## config.mk

```make
export PLATFORM = sky130hd
export DESIGN_NAME = wfw_top
export DESIGN_NICKNAME = d
export VERILOG_FILES = /design/src/inc/wfw_pkg.sv /design/src/inc/wfw_cnt_if.sv /design/src/design/wfw_counter.sv /design/src/design/wfw_hold.sv /design/src/design/wfw_top.sv
export VERILOG_INCLUDE_DIRS = /design/src /design/src/inc
export SDC_FILE = /design/constraint.sdc
export NUM_CORES = 1
export LEC_CHECK = 0
export BUFFER_PORTS_ARGS = -buffer_cell sky130_fd_sc_hd__clkbuf_2
export CORE_ASPECT_RATIO = 1.75
export CORE_UTILIZATION = 42
export CTS_BUF_LIST = sky130_fd_sc_hd__clkbuf_2 sky130_fd_sc_hd__clkbuf_4 sky130_fd_sc_hd__clkbuf_8
export CTS_CLUSTER_DIAMETER = 50
export CTS_CLUSTER_SIZE = 8
export DETAILED_ROUTE_END_ITERATION = 8
export PLACE_DENSITY = 0.65
export SLEW_MARGIN = 25
export SYNTH_ARGS = -nofsm -noshare
export SYNTH_HDL_FRONTEND = slang
export SYNTH_SLANG_ARGS = --single-unit
```

## constraint.sdc

```tcl
create_clock -name pclk -period 2.7 [get_ports pclk]
set_clock_uncertainty 0.2 [all_clocks]
set_input_delay 0.405 -clock pclk [delete_from_list [all_inputs] [get_ports pclk]]
set_output_delay 0.405 -clock pclk [all_outputs]
set_load 0.01 [all_outputs]
```

## src/inc/wfw_consts.svh

```systemverilog
// Purpose: Register offsets, field positions, key values and reset values.
// Assumes: APB byte addressing, one 32-bit word per register.
// Notes:   Definitions only.
`ifndef WFW_CONSTS_SVH
`define WFW_CONSTS_SVH
`define WFW_OFF_CONTROL   12'h000
`define WFW_OFF_PRECLEAR  12'h004
`define WFW_OFF_CLEAR     12'h008
`define WFW_OFF_STATUS    12'h00C
`define WFW_OFF_CNT_LO    12'h010
`define WFW_OFF_CNT_HI    12'h014
`define WFW_OFF_HOLD      12'h018
`define WFW_OFF_TMO_LO    12'h01C
`define WFW_OFF_TMO_HI    12'h020
`define WFW_OFF_IVL_LO    12'h024
`define WFW_OFF_IVL_HI    12'h028
`define WFW_ON_BIT        15
`define WFW_ST_ERR1_BIT   7
`define WFW_ST_ERR2_BIT   6
`define WFW_ST_EVT_BIT    5
`define WFW_ST_WIN_BIT    0
`define WFW_KEY1          8'h40
`define WFW_KEY2          8'h08
`define WFW_HALF_RESET    16'h0000
`define WFW_KEY_RESET     8'h00
`endif

```

## src/inc/wfw_pkg.sv

```systemverilog
// Purpose: Types shared by the watchdog modules.
// Assumes: Nothing beyond the constants header.
// Notes:   One-hot key sequence states.
package wfw_pkg;
  typedef enum logic [2:0]
  {
    WFW_IDLE  = 3'b001,
    WFW_ARMED = 3'b010,
    WFW_DEAD  = 3'b100
  } wfw_seq_t;
endpackage

```

## src/inc/wfw_cnt_if.sv

```systemverilog
// Purpose: Signals between the top and the fetch counter.
// Assumes: One clock domain.
// Notes:   The top drives control, the counter returns its value.
`timescale 1ns/100ps
`default_nettype none
interface wfw_cnt_if;
  logic        run;
  logic        clr;
  logic [31:0] limit;
  logic [31:0] value;
  logic        match;
  modport ctl (output run, output clr, output limit,
               input value, input match);
  modport cnt (input run, input clr, input limit,
               output value, output match);
endinterface
`default_nettype wire

```

## src/design/wfw_counter.sv

```systemverilog
// Purpose: 32-bit fetch counter that stops on the time-out match.
// Assumes: run is one cycle per instruction fetch while enabled and awake.
// Notes:   A clear has priority over counting.
`timescale 1ns/100ps
`default_nettype none
module wfw_counter
  import wfw_pkg::*;
(
  input  wire logic pclk,
  input  wire logic presetn,
  wfw_cnt_if.cnt    cbus
);
  logic [31:0] count_reg;

  always_ff @(posedge pclk or negedge presetn)
  begin
    if (!presetn)
      count_reg <= 32'h0000_0000;
    else if (cbus.clr)
      count_reg <= 32'h0000_0000;
    else if (cbus.run && (count_reg != cbus.limit))
      count_reg <= count_reg + 32'h0000_0001;
  end

  assign cbus.value = count_reg;
  assign cbus.match = (count_reg == cbus.limit);

  stop_at_match_a: assert property (
    @(posedge pclk) disable iff (!presetn)
    cbus.match && !cbus.clr |=> $stable(count_reg))
    else $error("Counter moved after the time-out match.");
  count_idle_a: assert property (
    @(posedge pclk) disable iff (!presetn)
    !cbus.run && !cbus.clr |=> $stable(count_reg))
    else $error("Counter moved without a fetch.");
endmodule // wfw_counter
`default_nettype wire

```

## src/design/wfw_hold.sv

```systemverilog
// Purpose: Upper-count hold register loaded on counter reads.
// Assumes: load is a one-cycle pulse on an accepted counter read.
// Notes:   Holds its value otherwise.
`timescale 1ns/100ps
`default_nettype none
`include "wfw_consts.svh"
module wfw_hold
  import wfw_pkg::*;
(
  input  wire logic        pclk,
  input  wire logic        presetn,
  input  wire logic        load,
  input  wire logic [15:0] upper,
  output var  logic [15:0] hold
);
  always_ff @(posedge pclk or negedge presetn)
  begin
    if (!presetn)
      hold <= `WFW_HALF_RESET;
    else if (load)
      hold <= upper;
  end

  hold_stable_a: assert property (
    @(posedge pclk) disable iff (!presetn)
    !load |=> $stable(hold))
    else $error("Hold register changed without a counter read.");
endmodule // wfw_hold
`default_nettype wire

```

## src/design/wfw_top.sv

```systemverilog
// Purpose: Windowed instruction-fetch watchdog with an APB register port.
// Assumes: fetch_strobe, sleep_mode and fuse inputs are synchronous to pclk.
// Notes:   The event output is a level held until reset.
// Behaviour
// Event flag sets on expiry or on a wrong first or second key.
// Status bit 0 reads one while the clear window is open.
// Key error and event flags clear only on reset.
// The 32-bit counter is readable, not writable, as two halves.
// Time-out mirrors always return the fuse time-out halves.
// Interval mirrors always return the fuse interval halves.
// Hold register resets to 0, loads the upper half on counter reads.
// Counter increments per fetch and stops at the match.
// Counter matching the time-out raises the watchdog event.
// Fuse enable keeps the watchdog on; the enable bit reads 1.
// Without the fuse, software may enable it and never disable it.
// Clear allowed only when count reaches the interval; early clear is an event.
// Counter holds while the core sleeps or idles.
// First key must be 0x40; others set first-key error and event.
// Second key without a valid first key sets first-key error and event.
// Software writes 0x08 only after a valid first key in the window.
// A valid sequence clears counter, key registers and status; the key error and event flags stay set.
// A second key other than 0x08 sets second-key error and event.
// A second key outside the window sets second-key error and event.
// Two first-key writes in a row set second-key error and event.
// Error flags take two cycles, the event flag three.
// After expiry or key error only a reset clears the counter; a wrong first key while armed still lets a valid clear through.
// Writing zero to the enable bit is ignored.
// A bad second key keeps the first key and captures the new value.
// The event output stays high from the event until reset.
//
// Our own choices: the placing of the registers and register access over APB.
`timescale 1ns/100ps
`default_nettype none
`include "wfw_consts.svh"
module wfw_top
  import wfw_pkg::*;
(
  input  wire logic        pclk,
  input  wire logic        presetn,
  input  wire logic        psel,
  input  wire logic        penable,
  input  wire logic        pwrite,
  input  wire logic [11:0] paddr,
  input  wire logic [31:0] pwdata,
  output var  logic [31:0] prdata,
  output var  logic        pready,
  output var  logic        pslverr,
  input  wire logic        fetch_strobe,
  input  wire logic        sleep_mode,
  input  wire logic        fuse_enable,
  input  wire logic [15:0] timeout_fuse_low,
  input  wire logic [15:0] timeout_fuse_high,
  input  wire logic [15:0] interval_fuse_low,
  input  wire logic [15:0] interval_fuse_high,
  output var  logic        watchdog_event
);
  ////////////////////////////////////////////////////////////////////////////
  wfw_cnt_if   cbus ();
  wfw_seq_t    seq_reg;
  logic        sw_on_reg;
  logic [7:0]  first_key_reg;
  logic [7:0]  second_key_reg;
  logic        first_key_error;
  logic        second_key_error;
  logic        watchdog_event_flag;
  logic        err1_p1_reg;
  logic        err2_p1_reg;
  logic        evt_p1_reg;
  logic        evt_p2_reg;
  logic [15:0] upper_count_hold;
  logic        enabled;
  logic        clear_window_open;
  logic [31:0] window_interval_value;
  logic        wr_acc;
  logic        rd_acc;
  logic        wr_pre;
  logic        wr_clr;
  logic        key1_ok;
  logic        key2_ok;
  logic        good_clear;
  logic        err1_now;
  logic        err2_now;
  logic        expired;
  logic        addr_ok;
  logic [31:0] rdata_next;

  ////////////////////////////////////////////////////////////////////////////
  assign window_interval_value = {interval_fuse_high, interval_fuse_low};
  assign enabled      = fuse_enable | sw_on_reg;
  assign wr_acc       = psel & penable & pwrite & pready;
  assign rd_acc       = psel & penable & ~pwrite & pready;
  assign wr_pre       = wr_acc && (paddr == `WFW_OFF_PRECLEAR);
  assign wr_clr       = wr_acc && (paddr == `WFW_OFF_CLEAR);
  assign key1_ok      = (pwdata[15:8] == `WFW_KEY1);
  assign key2_ok      = (pwdata[7:0] == `WFW_KEY2);
  assign clear_window_open = (cbus.value >= window_interval_value);
  assign expired      = enabled & cbus.match;
  // A wrong first key, or a second key with no first key before it.
  assign err1_now = (seq_reg != WFW_DEAD) &&
                    ((wr_pre && !key1_ok) ||
                     (wr_clr && seq_reg == WFW_IDLE));
  // Repeat first key, wrong second key, or second key outside the window.
  assign err2_now = (seq_reg == WFW_ARMED) &&
                    ((wr_pre && key1_ok) ||
                     (wr_clr && !key2_ok) ||
                     (wr_clr && !clear_window_open));
  assign good_clear = (seq_reg == WFW_ARMED) && wr_clr && key2_ok &&
                      clear_window_open && !expired;

  ////////////////////////////////////////////////////////////////////////////
  assign cbus.run   = enabled & fetch_strobe & ~sleep_mode;
  assign cbus.clr   = good_clear;
  assign cbus.limit = {timeout_fuse_high, timeout_fuse_low};

  wfw_counter u_counter
  (
    .pclk    (pclk),
    .presetn (presetn),
    .cbus    (cbus)
  );

  wfw_hold u_hold
  (
    .pclk    (pclk),
    .presetn (presetn),
    .load    (rd_acc && (paddr == `WFW_OFF_CNT_LO ||
                         paddr == `WFW_OFF_CNT_HI)),
    .upper   (cbus.value[31:16]),
    .hold    (upper_count_hold)
  );

  ////////////////////////////////////////////////////////////////////////////
  // Software enable is sticky; a zero write never clears it.
  always_ff @(posedge pclk or negedge presetn)
  begin
    if (!presetn)
      sw_on_reg <= 1'b0;
    else if (wr_acc && paddr == `WFW_OFF_CONTROL && pwdata[`WFW_ON_BIT])
      sw_on_reg <= 1'b1;
  end

  // Key sequence; the dead state blocks any further clear until reset.
  always_ff @(posedge pclk or negedge presetn)
  begin
    if (!presetn)
      seq_reg <= WFW_IDLE;
    else
    begin
      case (seq_reg)
        WFW_IDLE:
        begin
          if (expired || err1_now)
            seq_reg <= WFW_DEAD;
          else if (wr_pre && key1_ok)
            seq_reg <= WFW_ARMED;
        end
        WFW_ARMED:
        begin
          if (expired || err2_now)
            seq_reg <= WFW_DEAD;
          else if (good_clear)
            seq_reg <= WFW_IDLE;
        end
        WFW_DEAD:
          seq_reg <= WFW_DEAD;
        default:
          seq_reg <= WFW_DEAD;
      endcase
    end
  end

  // Key registers keep what software wrote, except a first key written while armed, until a good sequence clears them.
  always_ff @(posedge pclk or negedge presetn)
  begin
    if (!presetn)
    begin
      first_key_reg  <= `WFW_KEY_RESET;
      second_key_reg <= `WFW_KEY_RESET;
    end
    else if (good_clear)
    begin
      first_key_reg  <= `WFW_KEY_RESET;
      second_key_reg <= `WFW_KEY_RESET;
    end
    else
    begin
      if (wr_pre && seq_reg != WFW_ARMED)
        first_key_reg <= pwdata[15:8];
      if (wr_clr)
        second_key_reg <= pwdata[7:0];
    end
  end

  // Errors land two cycles after the write and the event three, as allowed.
  always_ff @(posedge pclk or negedge presetn)
  begin
    if (!presetn)
    begin
      err1_p1_reg <= 1'b0;
      err2_p1_reg <= 1'b0;
      evt_p1_reg  <= 1'b0;
      evt_p2_reg  <= 1'b0;
    end
    else
    begin
      err1_p1_reg <= err1_now;
      err2_p1_reg <= err2_now;
      evt_p1_reg  <= err1_now | err2_now;
      evt_p2_reg  <= evt_p1_reg;
    end
  end

  // Sticky flags; nothing but reset clears them.
  always_ff @(posedge pclk or negedge presetn)
  begin
    if (!presetn)
    begin
      first_key_error     <= 1'b0;
      second_key_error    <= 1'b0;
      watchdog_event_flag <= 1'b0;
      watchdog_event      <= 1'b0;
    end
    else
    begin
      if (err1_p1_reg)
        first_key_error <= 1'b1;
      if (err2_p1_reg)
        second_key_error <= 1'b1;
      if (evt_p2_reg || expired)
        watchdog_event_flag <= 1'b1;
      if (evt_p2_reg || expired)
        watchdog_event <= 1'b1;
    end
  end

  ////////////////////////////////////////////////////////////////////////////
  // Zero-wait APB slave; unmapped addresses answer with pslverr.
  always_comb
  begin
    rdata_next = 32'h0000_0000;
    addr_ok    = 1'b1;
    case (paddr)
      `WFW_OFF_CONTROL:  rdata_next[`WFW_ON_BIT] = enabled;
      `WFW_OFF_PRECLEAR: rdata_next[15:8] = first_key_reg;
      `WFW_OFF_CLEAR:    rdata_next[7:0]  = second_key_reg;
      `WFW_OFF_STATUS:
      begin
        rdata_next[`WFW_ST_ERR1_BIT] = first_key_error;
        rdata_next[`WFW_ST_ERR2_BIT] = second_key_error;
        rdata_next[`WFW_ST_EVT_BIT]  = watchdog_event_flag;
        rdata_next[`WFW_ST_WIN_BIT]  = clear_window_open;
      end
      `WFW_OFF_CNT_LO:   rdata_next[15:0] = cbus.value[15:0];
      `WFW_OFF_CNT_HI:   rdata_next[15:0] = cbus.value[31:16];
      `WFW_OFF_HOLD:     rdata_next[15:0] = upper_count_hold;
      `WFW_OFF_TMO_LO:   rdata_next[15:0] = timeout_fuse_low;
      `WFW_OFF_TMO_HI:   rdata_next[15:0] = timeout_fuse_high;
      `WFW_OFF_IVL_LO:   rdata_next[15:0] = interval_fuse_low;
      `WFW_OFF_IVL_HI:   rdata_next[15:0] = interval_fuse_high;
      default:           addr_ok = 1'b0;
    endcase
  end

  // Read data is registered in the setup cycle so it stands in the access.
  always_ff @(posedge pclk or negedge presetn)
  begin
    if (!presetn)
    begin
      prdata  <= 32'h0000_0000;
      pready  <= 1'b0;
      pslverr <= 1'b0;
    end
    else
    begin
      pready  <= psel & ~penable;
      pslverr <= psel & ~penable & ~addr_ok;
      if (psel && !penable && !pwrite)
        prdata <= rdata_next;
    end
  end

  ////////////////////////////////////////////////////////////////////////////
  err_delay_a: assert property (
    @(posedge pclk) disable iff (!presetn)
    err1_now |-> ##2 first_key_error)
    else $error("First-key error not set two cycles after a bad write.");
  evt_delay_a: assert property (
    @(posedge pclk) disable iff (!presetn)
    err2_now |-> ##3 (watchdog_event_flag && second_key_error))
    else $error("Event not set three cycles after a bad second key.");
  err1_event_a: assert property (
    @(posedge pclk) disable iff (!presetn)
    err1_now |-> ##3 (watchdog_event_flag && watchdog_event))
    else $error("Bad first key did not raise the event.");
  flags_sticky_a: assert property (
    @(posedge pclk) disable iff (!presetn)
    first_key_error |=> first_key_error)
    else $error("First-key error flag dropped without reset.");
  err2_sticky_a: assert property (
    @(posedge pclk) disable iff (!presetn)
    second_key_error |=> second_key_error)
    else $error("Second-key error flag dropped without reset.");
  evt_sticky_a: assert property (
    @(posedge pclk) disable iff (!presetn)
    watchdog_event_flag |=> watchdog_event_flag)
    else $error("Event flag dropped without reset.");
  event_level_a: assert property (
    @(posedge pclk) disable iff (!presetn)
    watchdog_event |=> watchdog_event)
    else $error("Event output dropped without reset.");
  expiry_event_a: assert property (
    @(posedge pclk) disable iff (!presetn)
    expired |=> watchdog_event_flag && watchdog_event)
    else $error("Counter match did not raise the event.");
  enable_sticky_a: assert property (
    @(posedge pclk) disable iff (!presetn)
    sw_on_reg |=> sw_on_reg)
    else $error("Software enable was cleared.");
  fuse_on_read_a: assert property (
    @(posedge pclk) disable iff (!presetn)
    fuse_enable && rd_acc && paddr == `WFW_OFF_CONTROL
      |-> prdata[`WFW_ON_BIT])
    else $error("Enable bit read zero with the fuse set.");
  window_read_a: assert property (
    @(posedge pclk) disable iff (!presetn)
    rd_acc && paddr == `WFW_OFF_STATUS
      |-> prdata[`WFW_ST_WIN_BIT] == $past(clear_window_open))
    else $error("Status window bit did not follow the window.");
  good_clear_a: assert property (
    @(posedge pclk) disable iff (!presetn)
    good_clear |=> cbus.value == 32'h0000_0000 &&
      first_key_reg == `WFW_KEY_RESET && second_key_reg == `WFW_KEY_RESET)
    else $error("Good sequence left the counter or a key standing.");
  key_capture_a: assert property (
    @(posedge pclk) disable iff (!presetn)
    wr_clr && seq_reg == WFW_ARMED && !key2_ok |=>
      first_key_reg == $past(first_key_reg) &&
      second_key_reg == $past(pwdata[7:0]))
    else $error("Bad second key lost the first key or the new value.");
  no_clear_dead_a: assert property (
    @(posedge pclk) disable iff (!presetn)
    seq_reg == WFW_DEAD |=> !cbus.clr && seq_reg == WFW_DEAD)
    else $error("Counter cleared after expiry or key error.");
  early_clear_a: assert property (
    @(posedge pclk) disable iff (!presetn)
    wr_clr && seq_reg == WFW_ARMED && !clear_window_open
      |-> ##3 watchdog_event)
    else $error("Early clear did not raise the event.");
  early_clear_c: cover property (@(posedge pclk) disable iff (!presetn)
    wr_clr && seq_reg == WFW_ARMED && !clear_window_open);
  dead_write_c: cover property (@(posedge pclk) disable iff (!presetn)
    seq_reg == WFW_DEAD && wr_pre);
  good_seq_c: cover property (@(posedge pclk) disable iff (!presetn)
    good_clear);
  expiry_c: cover property (@(posedge pclk) disable iff (!presetn)
    expired);
  double_key_c: cover property (@(posedge pclk) disable iff (!presetn)
    wr_pre && key1_ok && seq_reg == WFW_ARMED);
endmodule // wfw_top
`default_nettype wire

```

==> results.py, run 1 <==
metrics = {
    "run_status": {
        "status": "complete, but fails checks",
        "violations": "negative setup slack",
    },
    "die": {
        "fp.dieW_um": 94.38,
        "start_util": 0.4343,
        "dieArea_sq_mm": 0.01545,
        "io_pins": 151,
        "core_region_area_sq_mm": 0.01444,
        "core.rowCount": 58,
        "dieHeight_um": 163.7,
    },
    "detailed_routing": {
        "vias": 6130,
        "wl_mm": 21.95,
        "initialDrtViolationCount": 467,
        "drc": 0,
        "ant_nets": 0,
        "routed_via_density": 5.992,
        "first_pass_iters": 8,
        "post_drt_wl_per_cell_um": 21.45,
    },
    "synthesis": {
        "seq_area_frac_synth": 0.3712,
        "synthFlopType": "dfrtp_1",
        "synth_cells": 646,
        "synth-seq-cells": 93,
        "yosysUniqueCellTypes": 66,
        "synth_edf_count": 0,
        "syn_area_sq_mm": 0.006272,
        "post-synth-top-area-cell": "dfrtp_1",
        "syn_area_per_cell_sq_um": 9.709,
        "yosysWarnings": 0,
        "synthArstFlopShare": 1.000,
        "synth_top_area_share": 0.3670,
        "synth_area_leaders": "dfrtp_1 37%, ha_1 6.6%, xnor2_1 5.4%, nor2_1 3.8%, a22oi_1 3.6%",
    },
    "layout": {
        "diodes": 0,
        "drive_gt1_frac": 0.3310,
        "nets": 987,
        "synthToLayoutAreaGrowth_pct": 26.11,
        "post-route-util": 0.5477,
        "fillCellCount": 1328,
        "largest_reg_flops": 32,
    },
    "clocking": {
        "htree_levels": 3,
        "cts_max_path_buffers": 2,
        "clk_latency_ps": 390,
        "clk_pin_slew_worst_paths_ps": 100,
        "clkSinkCount": 93,
        "cts_buffers": 9,
        "ctsRootBufferMaster": "clkbuf_8",
        "cts_tree": "yes",
    },
    "worst_setup_path": {
        "endpoint_kind": "flip-flop",
        "crit_slowest_cell": "dfrtp_1",
        "critical-path-top-delay-family": "compound AO/OA/AOI/OAI gates",
        "critPathBufInv": 2,
        "worst_path_most_repeated_cell": "a211o_1",
        "start_kind": "flip-flop",
        "cp_slowest_stage_delay_ps": 420,
        "reg2reg_slack_ps": -130,
        "r2r_cells": 9,
        "path_class": "reg2reg",
        "regToRegStartpoint": "u_counter.cbus.value[10]$_DFFE_PN0P_",
        "arrival_ps": 2900,
        "worstPathRequired_ps": 2780,
        "cp_max_fo": 16,
        "r2r-end": "u_counter.cbus.value[20]$_DFFE_PN0P_",
        "cp_cell_sequence": "ha_1 > nand4_1 > a211o_1 > a211o_1 > a2111oi_4 > o311a_1 > buf_6 > buf_16 > nor2_1",
    },
    "timing": {
        "worst_pin_slew_ps": 707.2,
        "setup_viol": 34,
        "layout_min_cycle_time_ps": 2826,
        "slew_viol_final": 0,
        "slew_headroom": 0.5268,
        "rsz0062_at_grt": "true",
        "hold_violations": 0,
        "setup_tns_ps": -3490,
        "clock.fmax_mhz": 353.9,
        "whs_ps": 78.30,
        "fin_ws_ps": -125.9,
        "period_share": 1.047,
    },
    "placement": {
        "place.gp.congestion": 0.9712,
        "dp_hpwl_mm": 17.46,
        "dp_slack_ps": -387.7,
        "placement.io_buffers": 118,
    },
    "min_path": {
        "hold_depth": 2,
        "hold_start": "pwdata[6]",
        "min_to": "second_key_reg[6]$_DFFE_PN0P_",
        "min-delay-path-class": "in2reg",
    },
    "run": {
        "drv_cap": 0,
    },
    "grt": {
        "grt_pass1_vias": 6225,
        "grt_max_degree": 45,
        "track_usage": 0.2927,
        "antenna_found_initial": 0,
        "overflow": 0,
        "grt_pass1_wl_mm": 33.32,
    },
    "pwr": {
        "power.total_w": 0.003086,
        "p_leak_nw": 3.989,
        "powerDensity_mw_per_mm2": 390.2,
        "peakVddDrop_uv": 233.5,
    },
}
routing by layer:
metal,GRT usage,up-vias,wire length (um)
met5,0,-,0
met4,0.1944,0,1502
met3,0.03119,86,1046
met2,0.5257,293,11590
met1,0.3162,3022,7802
li1,-,2729,-
logic make-up (layout without fill, tap and decap cells):
kind of cell / Yosys count / count (layout) / share of synthesized area
simple gates: 205 / 205 / 0.1875
compound gates: 136 / 136 / 0.1630
flops: 93 / 93 / 0.3712
buf+inv: 84 / 266 / 0.06663
xor+xnor: 63 / 63 / 0.08797
fa+ha+maj: 33 / 33 / 0.06583
mux: 31 / 31 / 0.05725
other cells: 1 / 16 / 0.0005979
cell usage after synthesis, types with 5 or more instances:
cell type and instances:
a221oi_1 15, xnor2_1 39, nand3_1 26, o21ai_0 9, inv_1 40, mux2_2 15, a22o_1 17, nor2_1 63
buf_4 16, a22oi_1 30, xor2_1 24, and4_1 8, ha_1 33, a21oi_1 13, nor4_1 7, dfrtp_1 92
clkbuf_1 12, nor3_1 5, a31oi_1 10, a21o_1 12, mux2i_1 10, nand2_1 18, mux2_4 6, and3_1 12
nand4_1 27, buf_2 13
placed cells by master (no fill, tap or decap), types with 18 or more instances in the layout:
cell type,n
a22oi_1,30
buf_4,87
clkbuf_2,117
dfrtp_1,92
ha_1,33
inv_1,40
nand2_1,18
nand3_1,26
nand4_1,27
nor2_1,63
xnor2_1,37
xor2_1,24
how the worst max path moves through the flow:
stage,startpoint,to,slack [ps],cells after the start
6_report,u_counter.cbus.value[10]$_DFFE_PN0P_,u_counter.cbus.value[20]$_DFFE_PN0P_,-130,9
3_5_place_dp,interval_fuse_low[10],u_counter.cbus.value[21]$_DFFE_PN0P_,-390,10
3_3_place_gp,paddr[9],prdata[7]$_DFFE_PN0P_,-210,12
5_1_grt,u_counter.cbus.value[10]$_DFFE_PN0P_,u_counter.cbus.value[20]$_DFFE_PN0P_,-120,9
4_1_cts,u_counter.cbus.value[11]$_DFFE_PN0P_,u_counter.cbus.value[21]$_DFFE_PN0P_,-100,9
2_1_floorplan,paddr[9],u_hold.hold[14]$_DFFE_PN0P_,-40,7
power by group:
part / switching [W] / internal [W]
clock network: 0.000551 / 0.000458
registers: 0.0000516 / 0.00144
logic: 0.000338 / 0.000252
final cells by class:
type                       count  area [sq um]  area share
inverter                      40         150.1     0.01898
clock buffer                  10         137.6     0.01740
multi-input combinational    484          3646      0.4609
clock inverter                 6         70.07    0.008858
timing repair buffer         210          1353      0.1710
sequential                    93          2328      0.2944
tap                          180         225.2     0.02847
timing repair:
| action | 4_1_cts | 5_1_grt |
|---|---|---|
| cloned | 1 | 1 |
| resized for setup | 7 | 4 |
| buffers inserted | 2 | 1 |
| hold buffers | 1 | 0 |
| setup endpoints to repair | 44 | 45 |
| hold endpoints to repair | 41 | 0 |
| pin swaps | 3 | 4 |
stage by stage:
| step | cells | cell area (sq um) |
|---|---|---|
| after floorplan | 661 | 6340 |
| after global placement | 1002 | 7566 |
| after detailed placement | 1002 | 7566 |
| after CTS | 1021 | 7851 |
| after global routing | 1023 | 7910 |
| final | 1023 | 7910 |
(Power assumes the default switching activity.)
==> run 2: changes to the inputs <==
GPL_TIMING_DRIVEN = 0   (was default)
SETUP_SLACK_MARGIN = 0.2   (was default)
==> run 2 against run 1 <==
  * The run still ends with negative setup slack left
  * Worst hold slack lost 5.0 ps
  * Clock power rose by 8%
  * Clock-buffer cell count is the same
  * Fmax down 2.2%
  * Via count rose by 0.67%
  * Register-to-register slack worse by 60 ps
  * Combinational power down 8.1%
  * First-iteration DRC count fell by 18%
  * Sequential share of layout area is 1.7 points lower
  * Critical path type unchanged
  * Critical path depth is the same
  * Cell area rose by 6.5%
  * Non-clock buffer count is 9 lower
  * Largest power group unchanged
  * Critical endpoint is now first_key_reg[5]$_DFFE_PN0P_
==> results.py, run 2 (same netlist as run 1, synthesis figures left out) <==
metrics = {
    "die": {
        "core.rowCount": 58,
        "core_region_area_sq_mm": 0.01444,
        "dieHeight_um": 163.7,
        "start_util": 0.4343,
        "dieArea_sq_mm": 0.01545,
        "fp.dieW_um": 94.38,
        "io_pins": 151,
    },
    "pwr": {
        "p_leak_nw": 4.099,
        "peakVddDrop_uv": 272.4,
        "powerDensity_mw_per_mm2": 377.1,
    },
    "clocking": {
        "clk_pin_slew_worst_paths_ps": 100,
        "ctsRootBufferMaster": "clkbuf_8",
        "clkSinkCount": 93,
        "cts_max_path_buffers": 2,
        "cts_buffers": 9,
        "cts_tree": "yes",
        "htree_levels": 3,
        "clk_latency_ps": 380,
    },
    "detailed_routing": {
        "wl_met1_mm": 8.456,
        "wl_mm": 24.97,
        "dr_wl_met3_mm": 1.348,
        "ant_nets": 0,
        "wl_met2_mm": 13.04,
        "vias": 6171,
        "initialDrtViolationCount": 384,
        "routed.top_layer": "met4",
        "routed_via_density": 6.080,
        "first_pass_iters": 7,
        "post_drt_wl_per_cell_um": 24.60,
        "drc": 0,
    },
    "grt": {
        "track_usage": 0.3291,
        "grt_max_degree": 58,
        "grt_pass1_vias": 6428,
        "grt_pass1_wl_mm": 36.31,
        "overflow": 0,
        "antenna_found_initial": 0,
    },
    "run": {
        "drv_cap": 0,
    },
    "timing": {
        "hold_violations": 0,
        "clock.fmax_mhz": 346.2,
        "fin_ws_ps": -188.2,
        "slew_headroom": 0.4531,
        "whs_ps": 73.34,
        "period_share": 1.070,
        "layout_min_cycle_time_ps": 2888,
        "setup_viol": 45,
        "rsz0062_at_grt": "true",
        "slew_viol_final": 0,
        "worst_pin_slew_ps": 818.6,
    },
    "layout": {
        "fin_area_sq_mm": 0.008426,
        "post-route-util": 0.5834,
        "final_common_cell": "clkbuf_2",
        "diodes": 0,
        "final_cell_mix": "121 x clkbuf_2, 84 x dfrtp_1, 47 x nor2_1, 43 x buf_4, 40 x inv_1",
        "synthToLayoutAreaGrowth_pct": 34.33,
        "nets": 979,
        "drive_gt1_frac": 0.3701,
        "largest_reg_flops": 32,
    },
    "worst_setup_path": {
        "crit_slowest_cell": "dfrtp_2",
        "reg2reg_slack_ps": -190,
        "cp_cell_sequence": "ha_4 > nand4_1 > a211o_1 > a211o_1 > a2111oi_4 > o311a_4 > buf_12 > buf_8 > nor2_1",
        "cp_slowest_stage_delay_ps": 460,
        "path_class": "reg2reg",
        "worstPathRequired_ps": 2770,
        "endpoint_kind": "flip-flop",
        "cp_max_fo": 10,
        "start_kind": "flip-flop",
        "worst_path_most_repeated_cell": "a211o_1",
        "arrival_ps": 2960,
    },
    "run_status": {
        "status": "complete, but fails checks",
        "violations": "negative setup slack",
    },
    "placement": {
        "place.gp.congestion": 0.9658,
        "dp_hpwl_mm": 19.22,
        "dpl_cell_area_sq_mm": 0.007277,
        "placement.io_buffers": 118,
    },
    "min_path": {
        "min-delay-path-class": "in2reg",
    },
}
-- run 2: cell types whose count changed in the layout (fill, tap and decap cells not counted), moves of 4 or more --
cell,before,now
buf_4,87,43
nor2_1,63,47
nor2_4,0,13
mux2_2,15,5
mux2_4,6,16
buf_8,0,8
dfrtp_1,92,84
dfrtp_2,0,8
buf_12,2,9
nor4_2,6,0
nor4_4,0,6
buf_6,1,6
clkbuf_2,117,121
nor2_2,2,6
-- run 2: area by class of cell --
class / count / area, sq um
Buffer: 43 / 377.9
Clock buffer: 10 / 137.6
Clock inverter: 6 / 86.33
Fill cell: 1316 / 6016
Inverter: 40 / 150.1
Multi-Input combinational cell: 485 / 4023
Sequential cell: 93 / 2338
Tap cell: 180 / 225.2
Timing Repair Buffer: 158 / 1087
-- run 2: what timing repair did --
| item | in CTS | in global routing |
|---|---|---|
| cloned | 2 | 3 |
| endpoints found under the hold margin | 35 | 0 |
| resized for setup | 81 | 42 |
| hold buffers | 1 | 0 |
| setup buffers | 28 | 6 |
| setup endpoints to repair | 76 | 78 |
| pin swaps | 22 | 4 |
-- run 2: critical path, delay by kind of cell, from the launching register on --
| kind | cells | cell delay [ps] |
|---|---|---|
| AND/OR/NAND/NOR | 2 | 250 |
| AO/OA/AOI/OAI | 4 | 1320 |
| adder cells (fa/ha/maj) | 1 | 280 |
| flip-flops | 1 | 460 |
| buffers and inverters | 2 | 260 |
-- run 2: stage by stage --
step | instances | total power, W | TNS [ps] | setup WS [ps]
global route | 1015 | 0.003291 | -7582 | -189.9
floorplan | 661 | 0.001779 | -213.1 | -35.52
finish | 1015 | 0.003177 | -7132 | -188.2
global placement | 959 | 0.002053 | -46020 | -895.2
detailed placement | 960 | 0.002077 | -31020 | -800.2
CTS | 1006 | 0.003162 | -2493 | -76.34
-- run 2: final timing paths --
check	start	to	depth (start not counted)
max	u_counter.cbus.value[9]$_DFFE_PN0P_	first_key_reg[5]$_DFFE_PN0P_	9
min	pwdata[6]	second_key_reg[6]$_DFFE_PN0P_	2
max reg2reg	u_counter.cbus.value[9]$_DFFE_PN0P_	first_key_reg[5]$_DFFE_PN0P_	9
min reg2reg	evt_p1_reg$_DFF_PN0_	evt_p2_reg$_DFF_PN0_	0
max in group asynchronous	presetn	u_counter.cbus.value[7]$_DFFE_PN0P_	3
min in group asynchronous	presetn	pslverr$_DFF_PN0_	2
-- run 2: where the power goes --
part / switching, W / total (W) / leakage, nW / internal, W
Combinational: 0.000314 / 0.000542 / 2.74 / 0.000228
Sequential: 0.000104 / 0.00154 / 1.25 / 0.00144
Clock: 0.000548 / 0.00109 / 0.112 / 0.000546
Total: 0.000966 / 0.00318 / 4.10 / 0.00221
-- run 2: layer usage --
layer / global-route usage / up-vias
met1: 0.3369 / 3033
li1: - / 2717
met3: 0.04795 / 106
met4: 0.2490 / 0
met2: 0.5883 / 315
met5: 0 / -
==> run 3: changes to the inputs <==
REMOVE_ABC_BUFFERS = 1   (was default)
==> run 3 against run 2 <==
  * The flow still finishes with violations (negative setup slack)
  * Fmax increased by 2.3%
  * Clock power decreased by 13%
  * Flip-flop and latch count unchanged
  * Combinational power decreased by 4.4%
  * Die area unchanged
  * Core utilization decreased by 4.1 points
==> results.py, run 3 (same netlist as run 1, synthesis figures left out) <==
metrics = {
    "min_path": {
        "min-delay-path-class": "in2reg",
        "hold_depth": 2,
    },
    "worst_setup_path": {
        "start_kind": "flip-flop",
        "arrival_ps": 2940,
        "r2r_cells": 8,
        "endpoint_kind": "flip-flop",
        "path_class": "reg2reg",
        "worstPathRequired_ps": 2810,
        "cp_max_fo": 10,
    },
    "timing": {
        "setup_viol": 42,
        "period_share": 1.046,
        "layout_min_cycle_time_ps": 2823,
        "slew_viol_final": 0,
        "fin_ws_ps": -122.9,
        "worst_pin_slew_ps": 853.2,
        "hold_violations": 0,
        "slew_headroom": 0.4298,
        "clock.fmax_mhz": 354.3,
        "rsz0062_at_grt": "true",
    },
    "run": {
        "drv_cap": 0,
    },
    "clocking": {
        "cts_tree": "yes",
        "cts_buffers": 9,
        "clk_latency_ps": 380,
        "clk_pin_slew_worst_paths_ps": 100,
        "cts_max_path_buffers": 2,
        "htree_levels": 3,
        "clkSinkCount": 93,
        "ctsRootBufferMaster": "clkbuf_8",
    },
    "layout": {
        "drive_gt1_frac": 0.3299,
        "final_common_cell": "clkbuf_2",
        "nets": 932,
        "diodes": 0,
        "final_cell_mix": "117 x clkbuf_2, 87 x dfrtp_1, 51 x nor2_1, 40 x inv_1, 32 x xnor2_1",
        "synthToLayoutAreaGrowth_pct": 24.88,
        "final_cells": 968,
        "largest_reg_flops": 32,
    },
    "grt": {
        "grt_pass1_wl_mm": 33.45,
        "grt_max_degree": 68,
        "antenna_found_initial": 0,
        "overflow": 0,
        "grt_pass1_vias": 6087,
        "track_usage": 0.2944,
    },
    "detailed_routing": {
        "routed_via_density": 6.164,
        "post_drt_wl_per_cell_um": 22.64,
        "ant_nets": 0,
        "vias": 5967,
        "first_pass_iters": 5,
        "drc": 0,
        "initialDrtViolationCount": 403,
        "wl_mm": 21.92,
    },
    "placement": {
        "placement.io_buffers": 118,
        "dp.cells": 921,
        "place.gp.congestion": 0.9187,
        "dp_hpwl_mm": 16.03,
    },
    "pwr": {
        "power.total_w": 0.002997,
        "powerDensity_mw_per_mm2": 382.6,
        "peakVddDrop_uv": 192.2,
        "p_leak_nw": 3.835,
    },
    "die": {
        "dieArea_sq_mm": 0.01545,
        "io_pins": 151,
        "dieHeight_um": 163.7,
        "start_util": 0.4343,
        "core_region_area_sq_mm": 0.01444,
        "core.rowCount": 58,
        "fp.dieW_um": 94.38,
    },
    "run_status": {
        "status": "complete, but fails checks",
        "violations": "negative setup slack",
    },
}
## run 3: area by class of cell
| class | instances | area (sq um) |
|---|---|---|
| fillers | 1297 | 6609 |
| multi-input cells | 485 | 3968 |
| flip-flops and latches | 93 | 2335 |
| repair buffers | 154 | 970.9 |
| well taps | 180 | 225.2 |
| clock buffers | 11 | 151.4 |
| inverters | 40 | 150.1 |
| clock inverters | 5 | 32.53 |
## run 3: timing repair
item,4_1_cts,5_1_grt
gates resized for setup,46,23
pin swaps,25,13
cloned,2,0
buffers inserted,23,5
hold buffers,1,0
setup endpoints to repair,87,68
endpoints found under the hold margin,26,0
## run 3: per-layer routing
layer | global-route usage | wire length (um)
met1 | 0.3266 | 7967
met2 | 0.5096 | 11180
met3 | 0.04935 | 1292
met4 | 0.1888 | 1473
met5 | 0 | 0
## run 3: metrics by stage
step	instance area, sq um	setup TNS (ps)	setup slack (ps)	hold slack (ps)	utilization
floorplan	6061	-31780	-739.5	-90.59	-
global placement	6877	-106850	-1606	137.5	0.4762
detailed placement	7039	-60450	-1014	100.6	0.4874
CTS	7674	-3194	-101.5	83.17	0.5314
global route	7833	-6094	-180.9	88.71	0.5424
finish	7833	-3958	-122.9	84.21	0.5424
## run 3: report_power, final
part           switching, W  total, W  internal, W
logic              0.000302  0.000518     0.000216
registers          0.000100   0.00154      0.00144
clock network      0.000554  0.000943     0.000389
total              0.000957   0.00300      0.00204
## run 3: critical path, cell delays in order (launching register included)
cell       delay, ps
dfrtp_2          440
ha_4             270
nand4_1          240
a211o_1          320
a211o_4          300
a2111oi_4        370
o311a_4          350
buf_16           160
o21bai_1         110
## run 3: final timing paths
kind,to,startpoint,slack [ps]
setup / recovery,seq_reg[0]$_DFFE_PN1P_,u_counter.cbus.value[10]$_DFFE_PN0P_,-120
hold / removal,second_key_reg[1]$_DFFE_PN0P_,pwdata[1],80
setup reg to reg,seq_reg[0]$_DFFE_PN1P_,u_counter.cbus.value[10]$_DFFE_PN0P_,-120
hold reg to reg,evt_p2_reg$_DFF_PN0_,evt_p1_reg$_DFF_PN0_,160
max in group asynchronous,seq_reg[0]$_DFFE_PN1P_,presetn,1380
min in group asynchronous,u_counter.cbus.value[2]$_DFFE_PN0P_,presetn,260
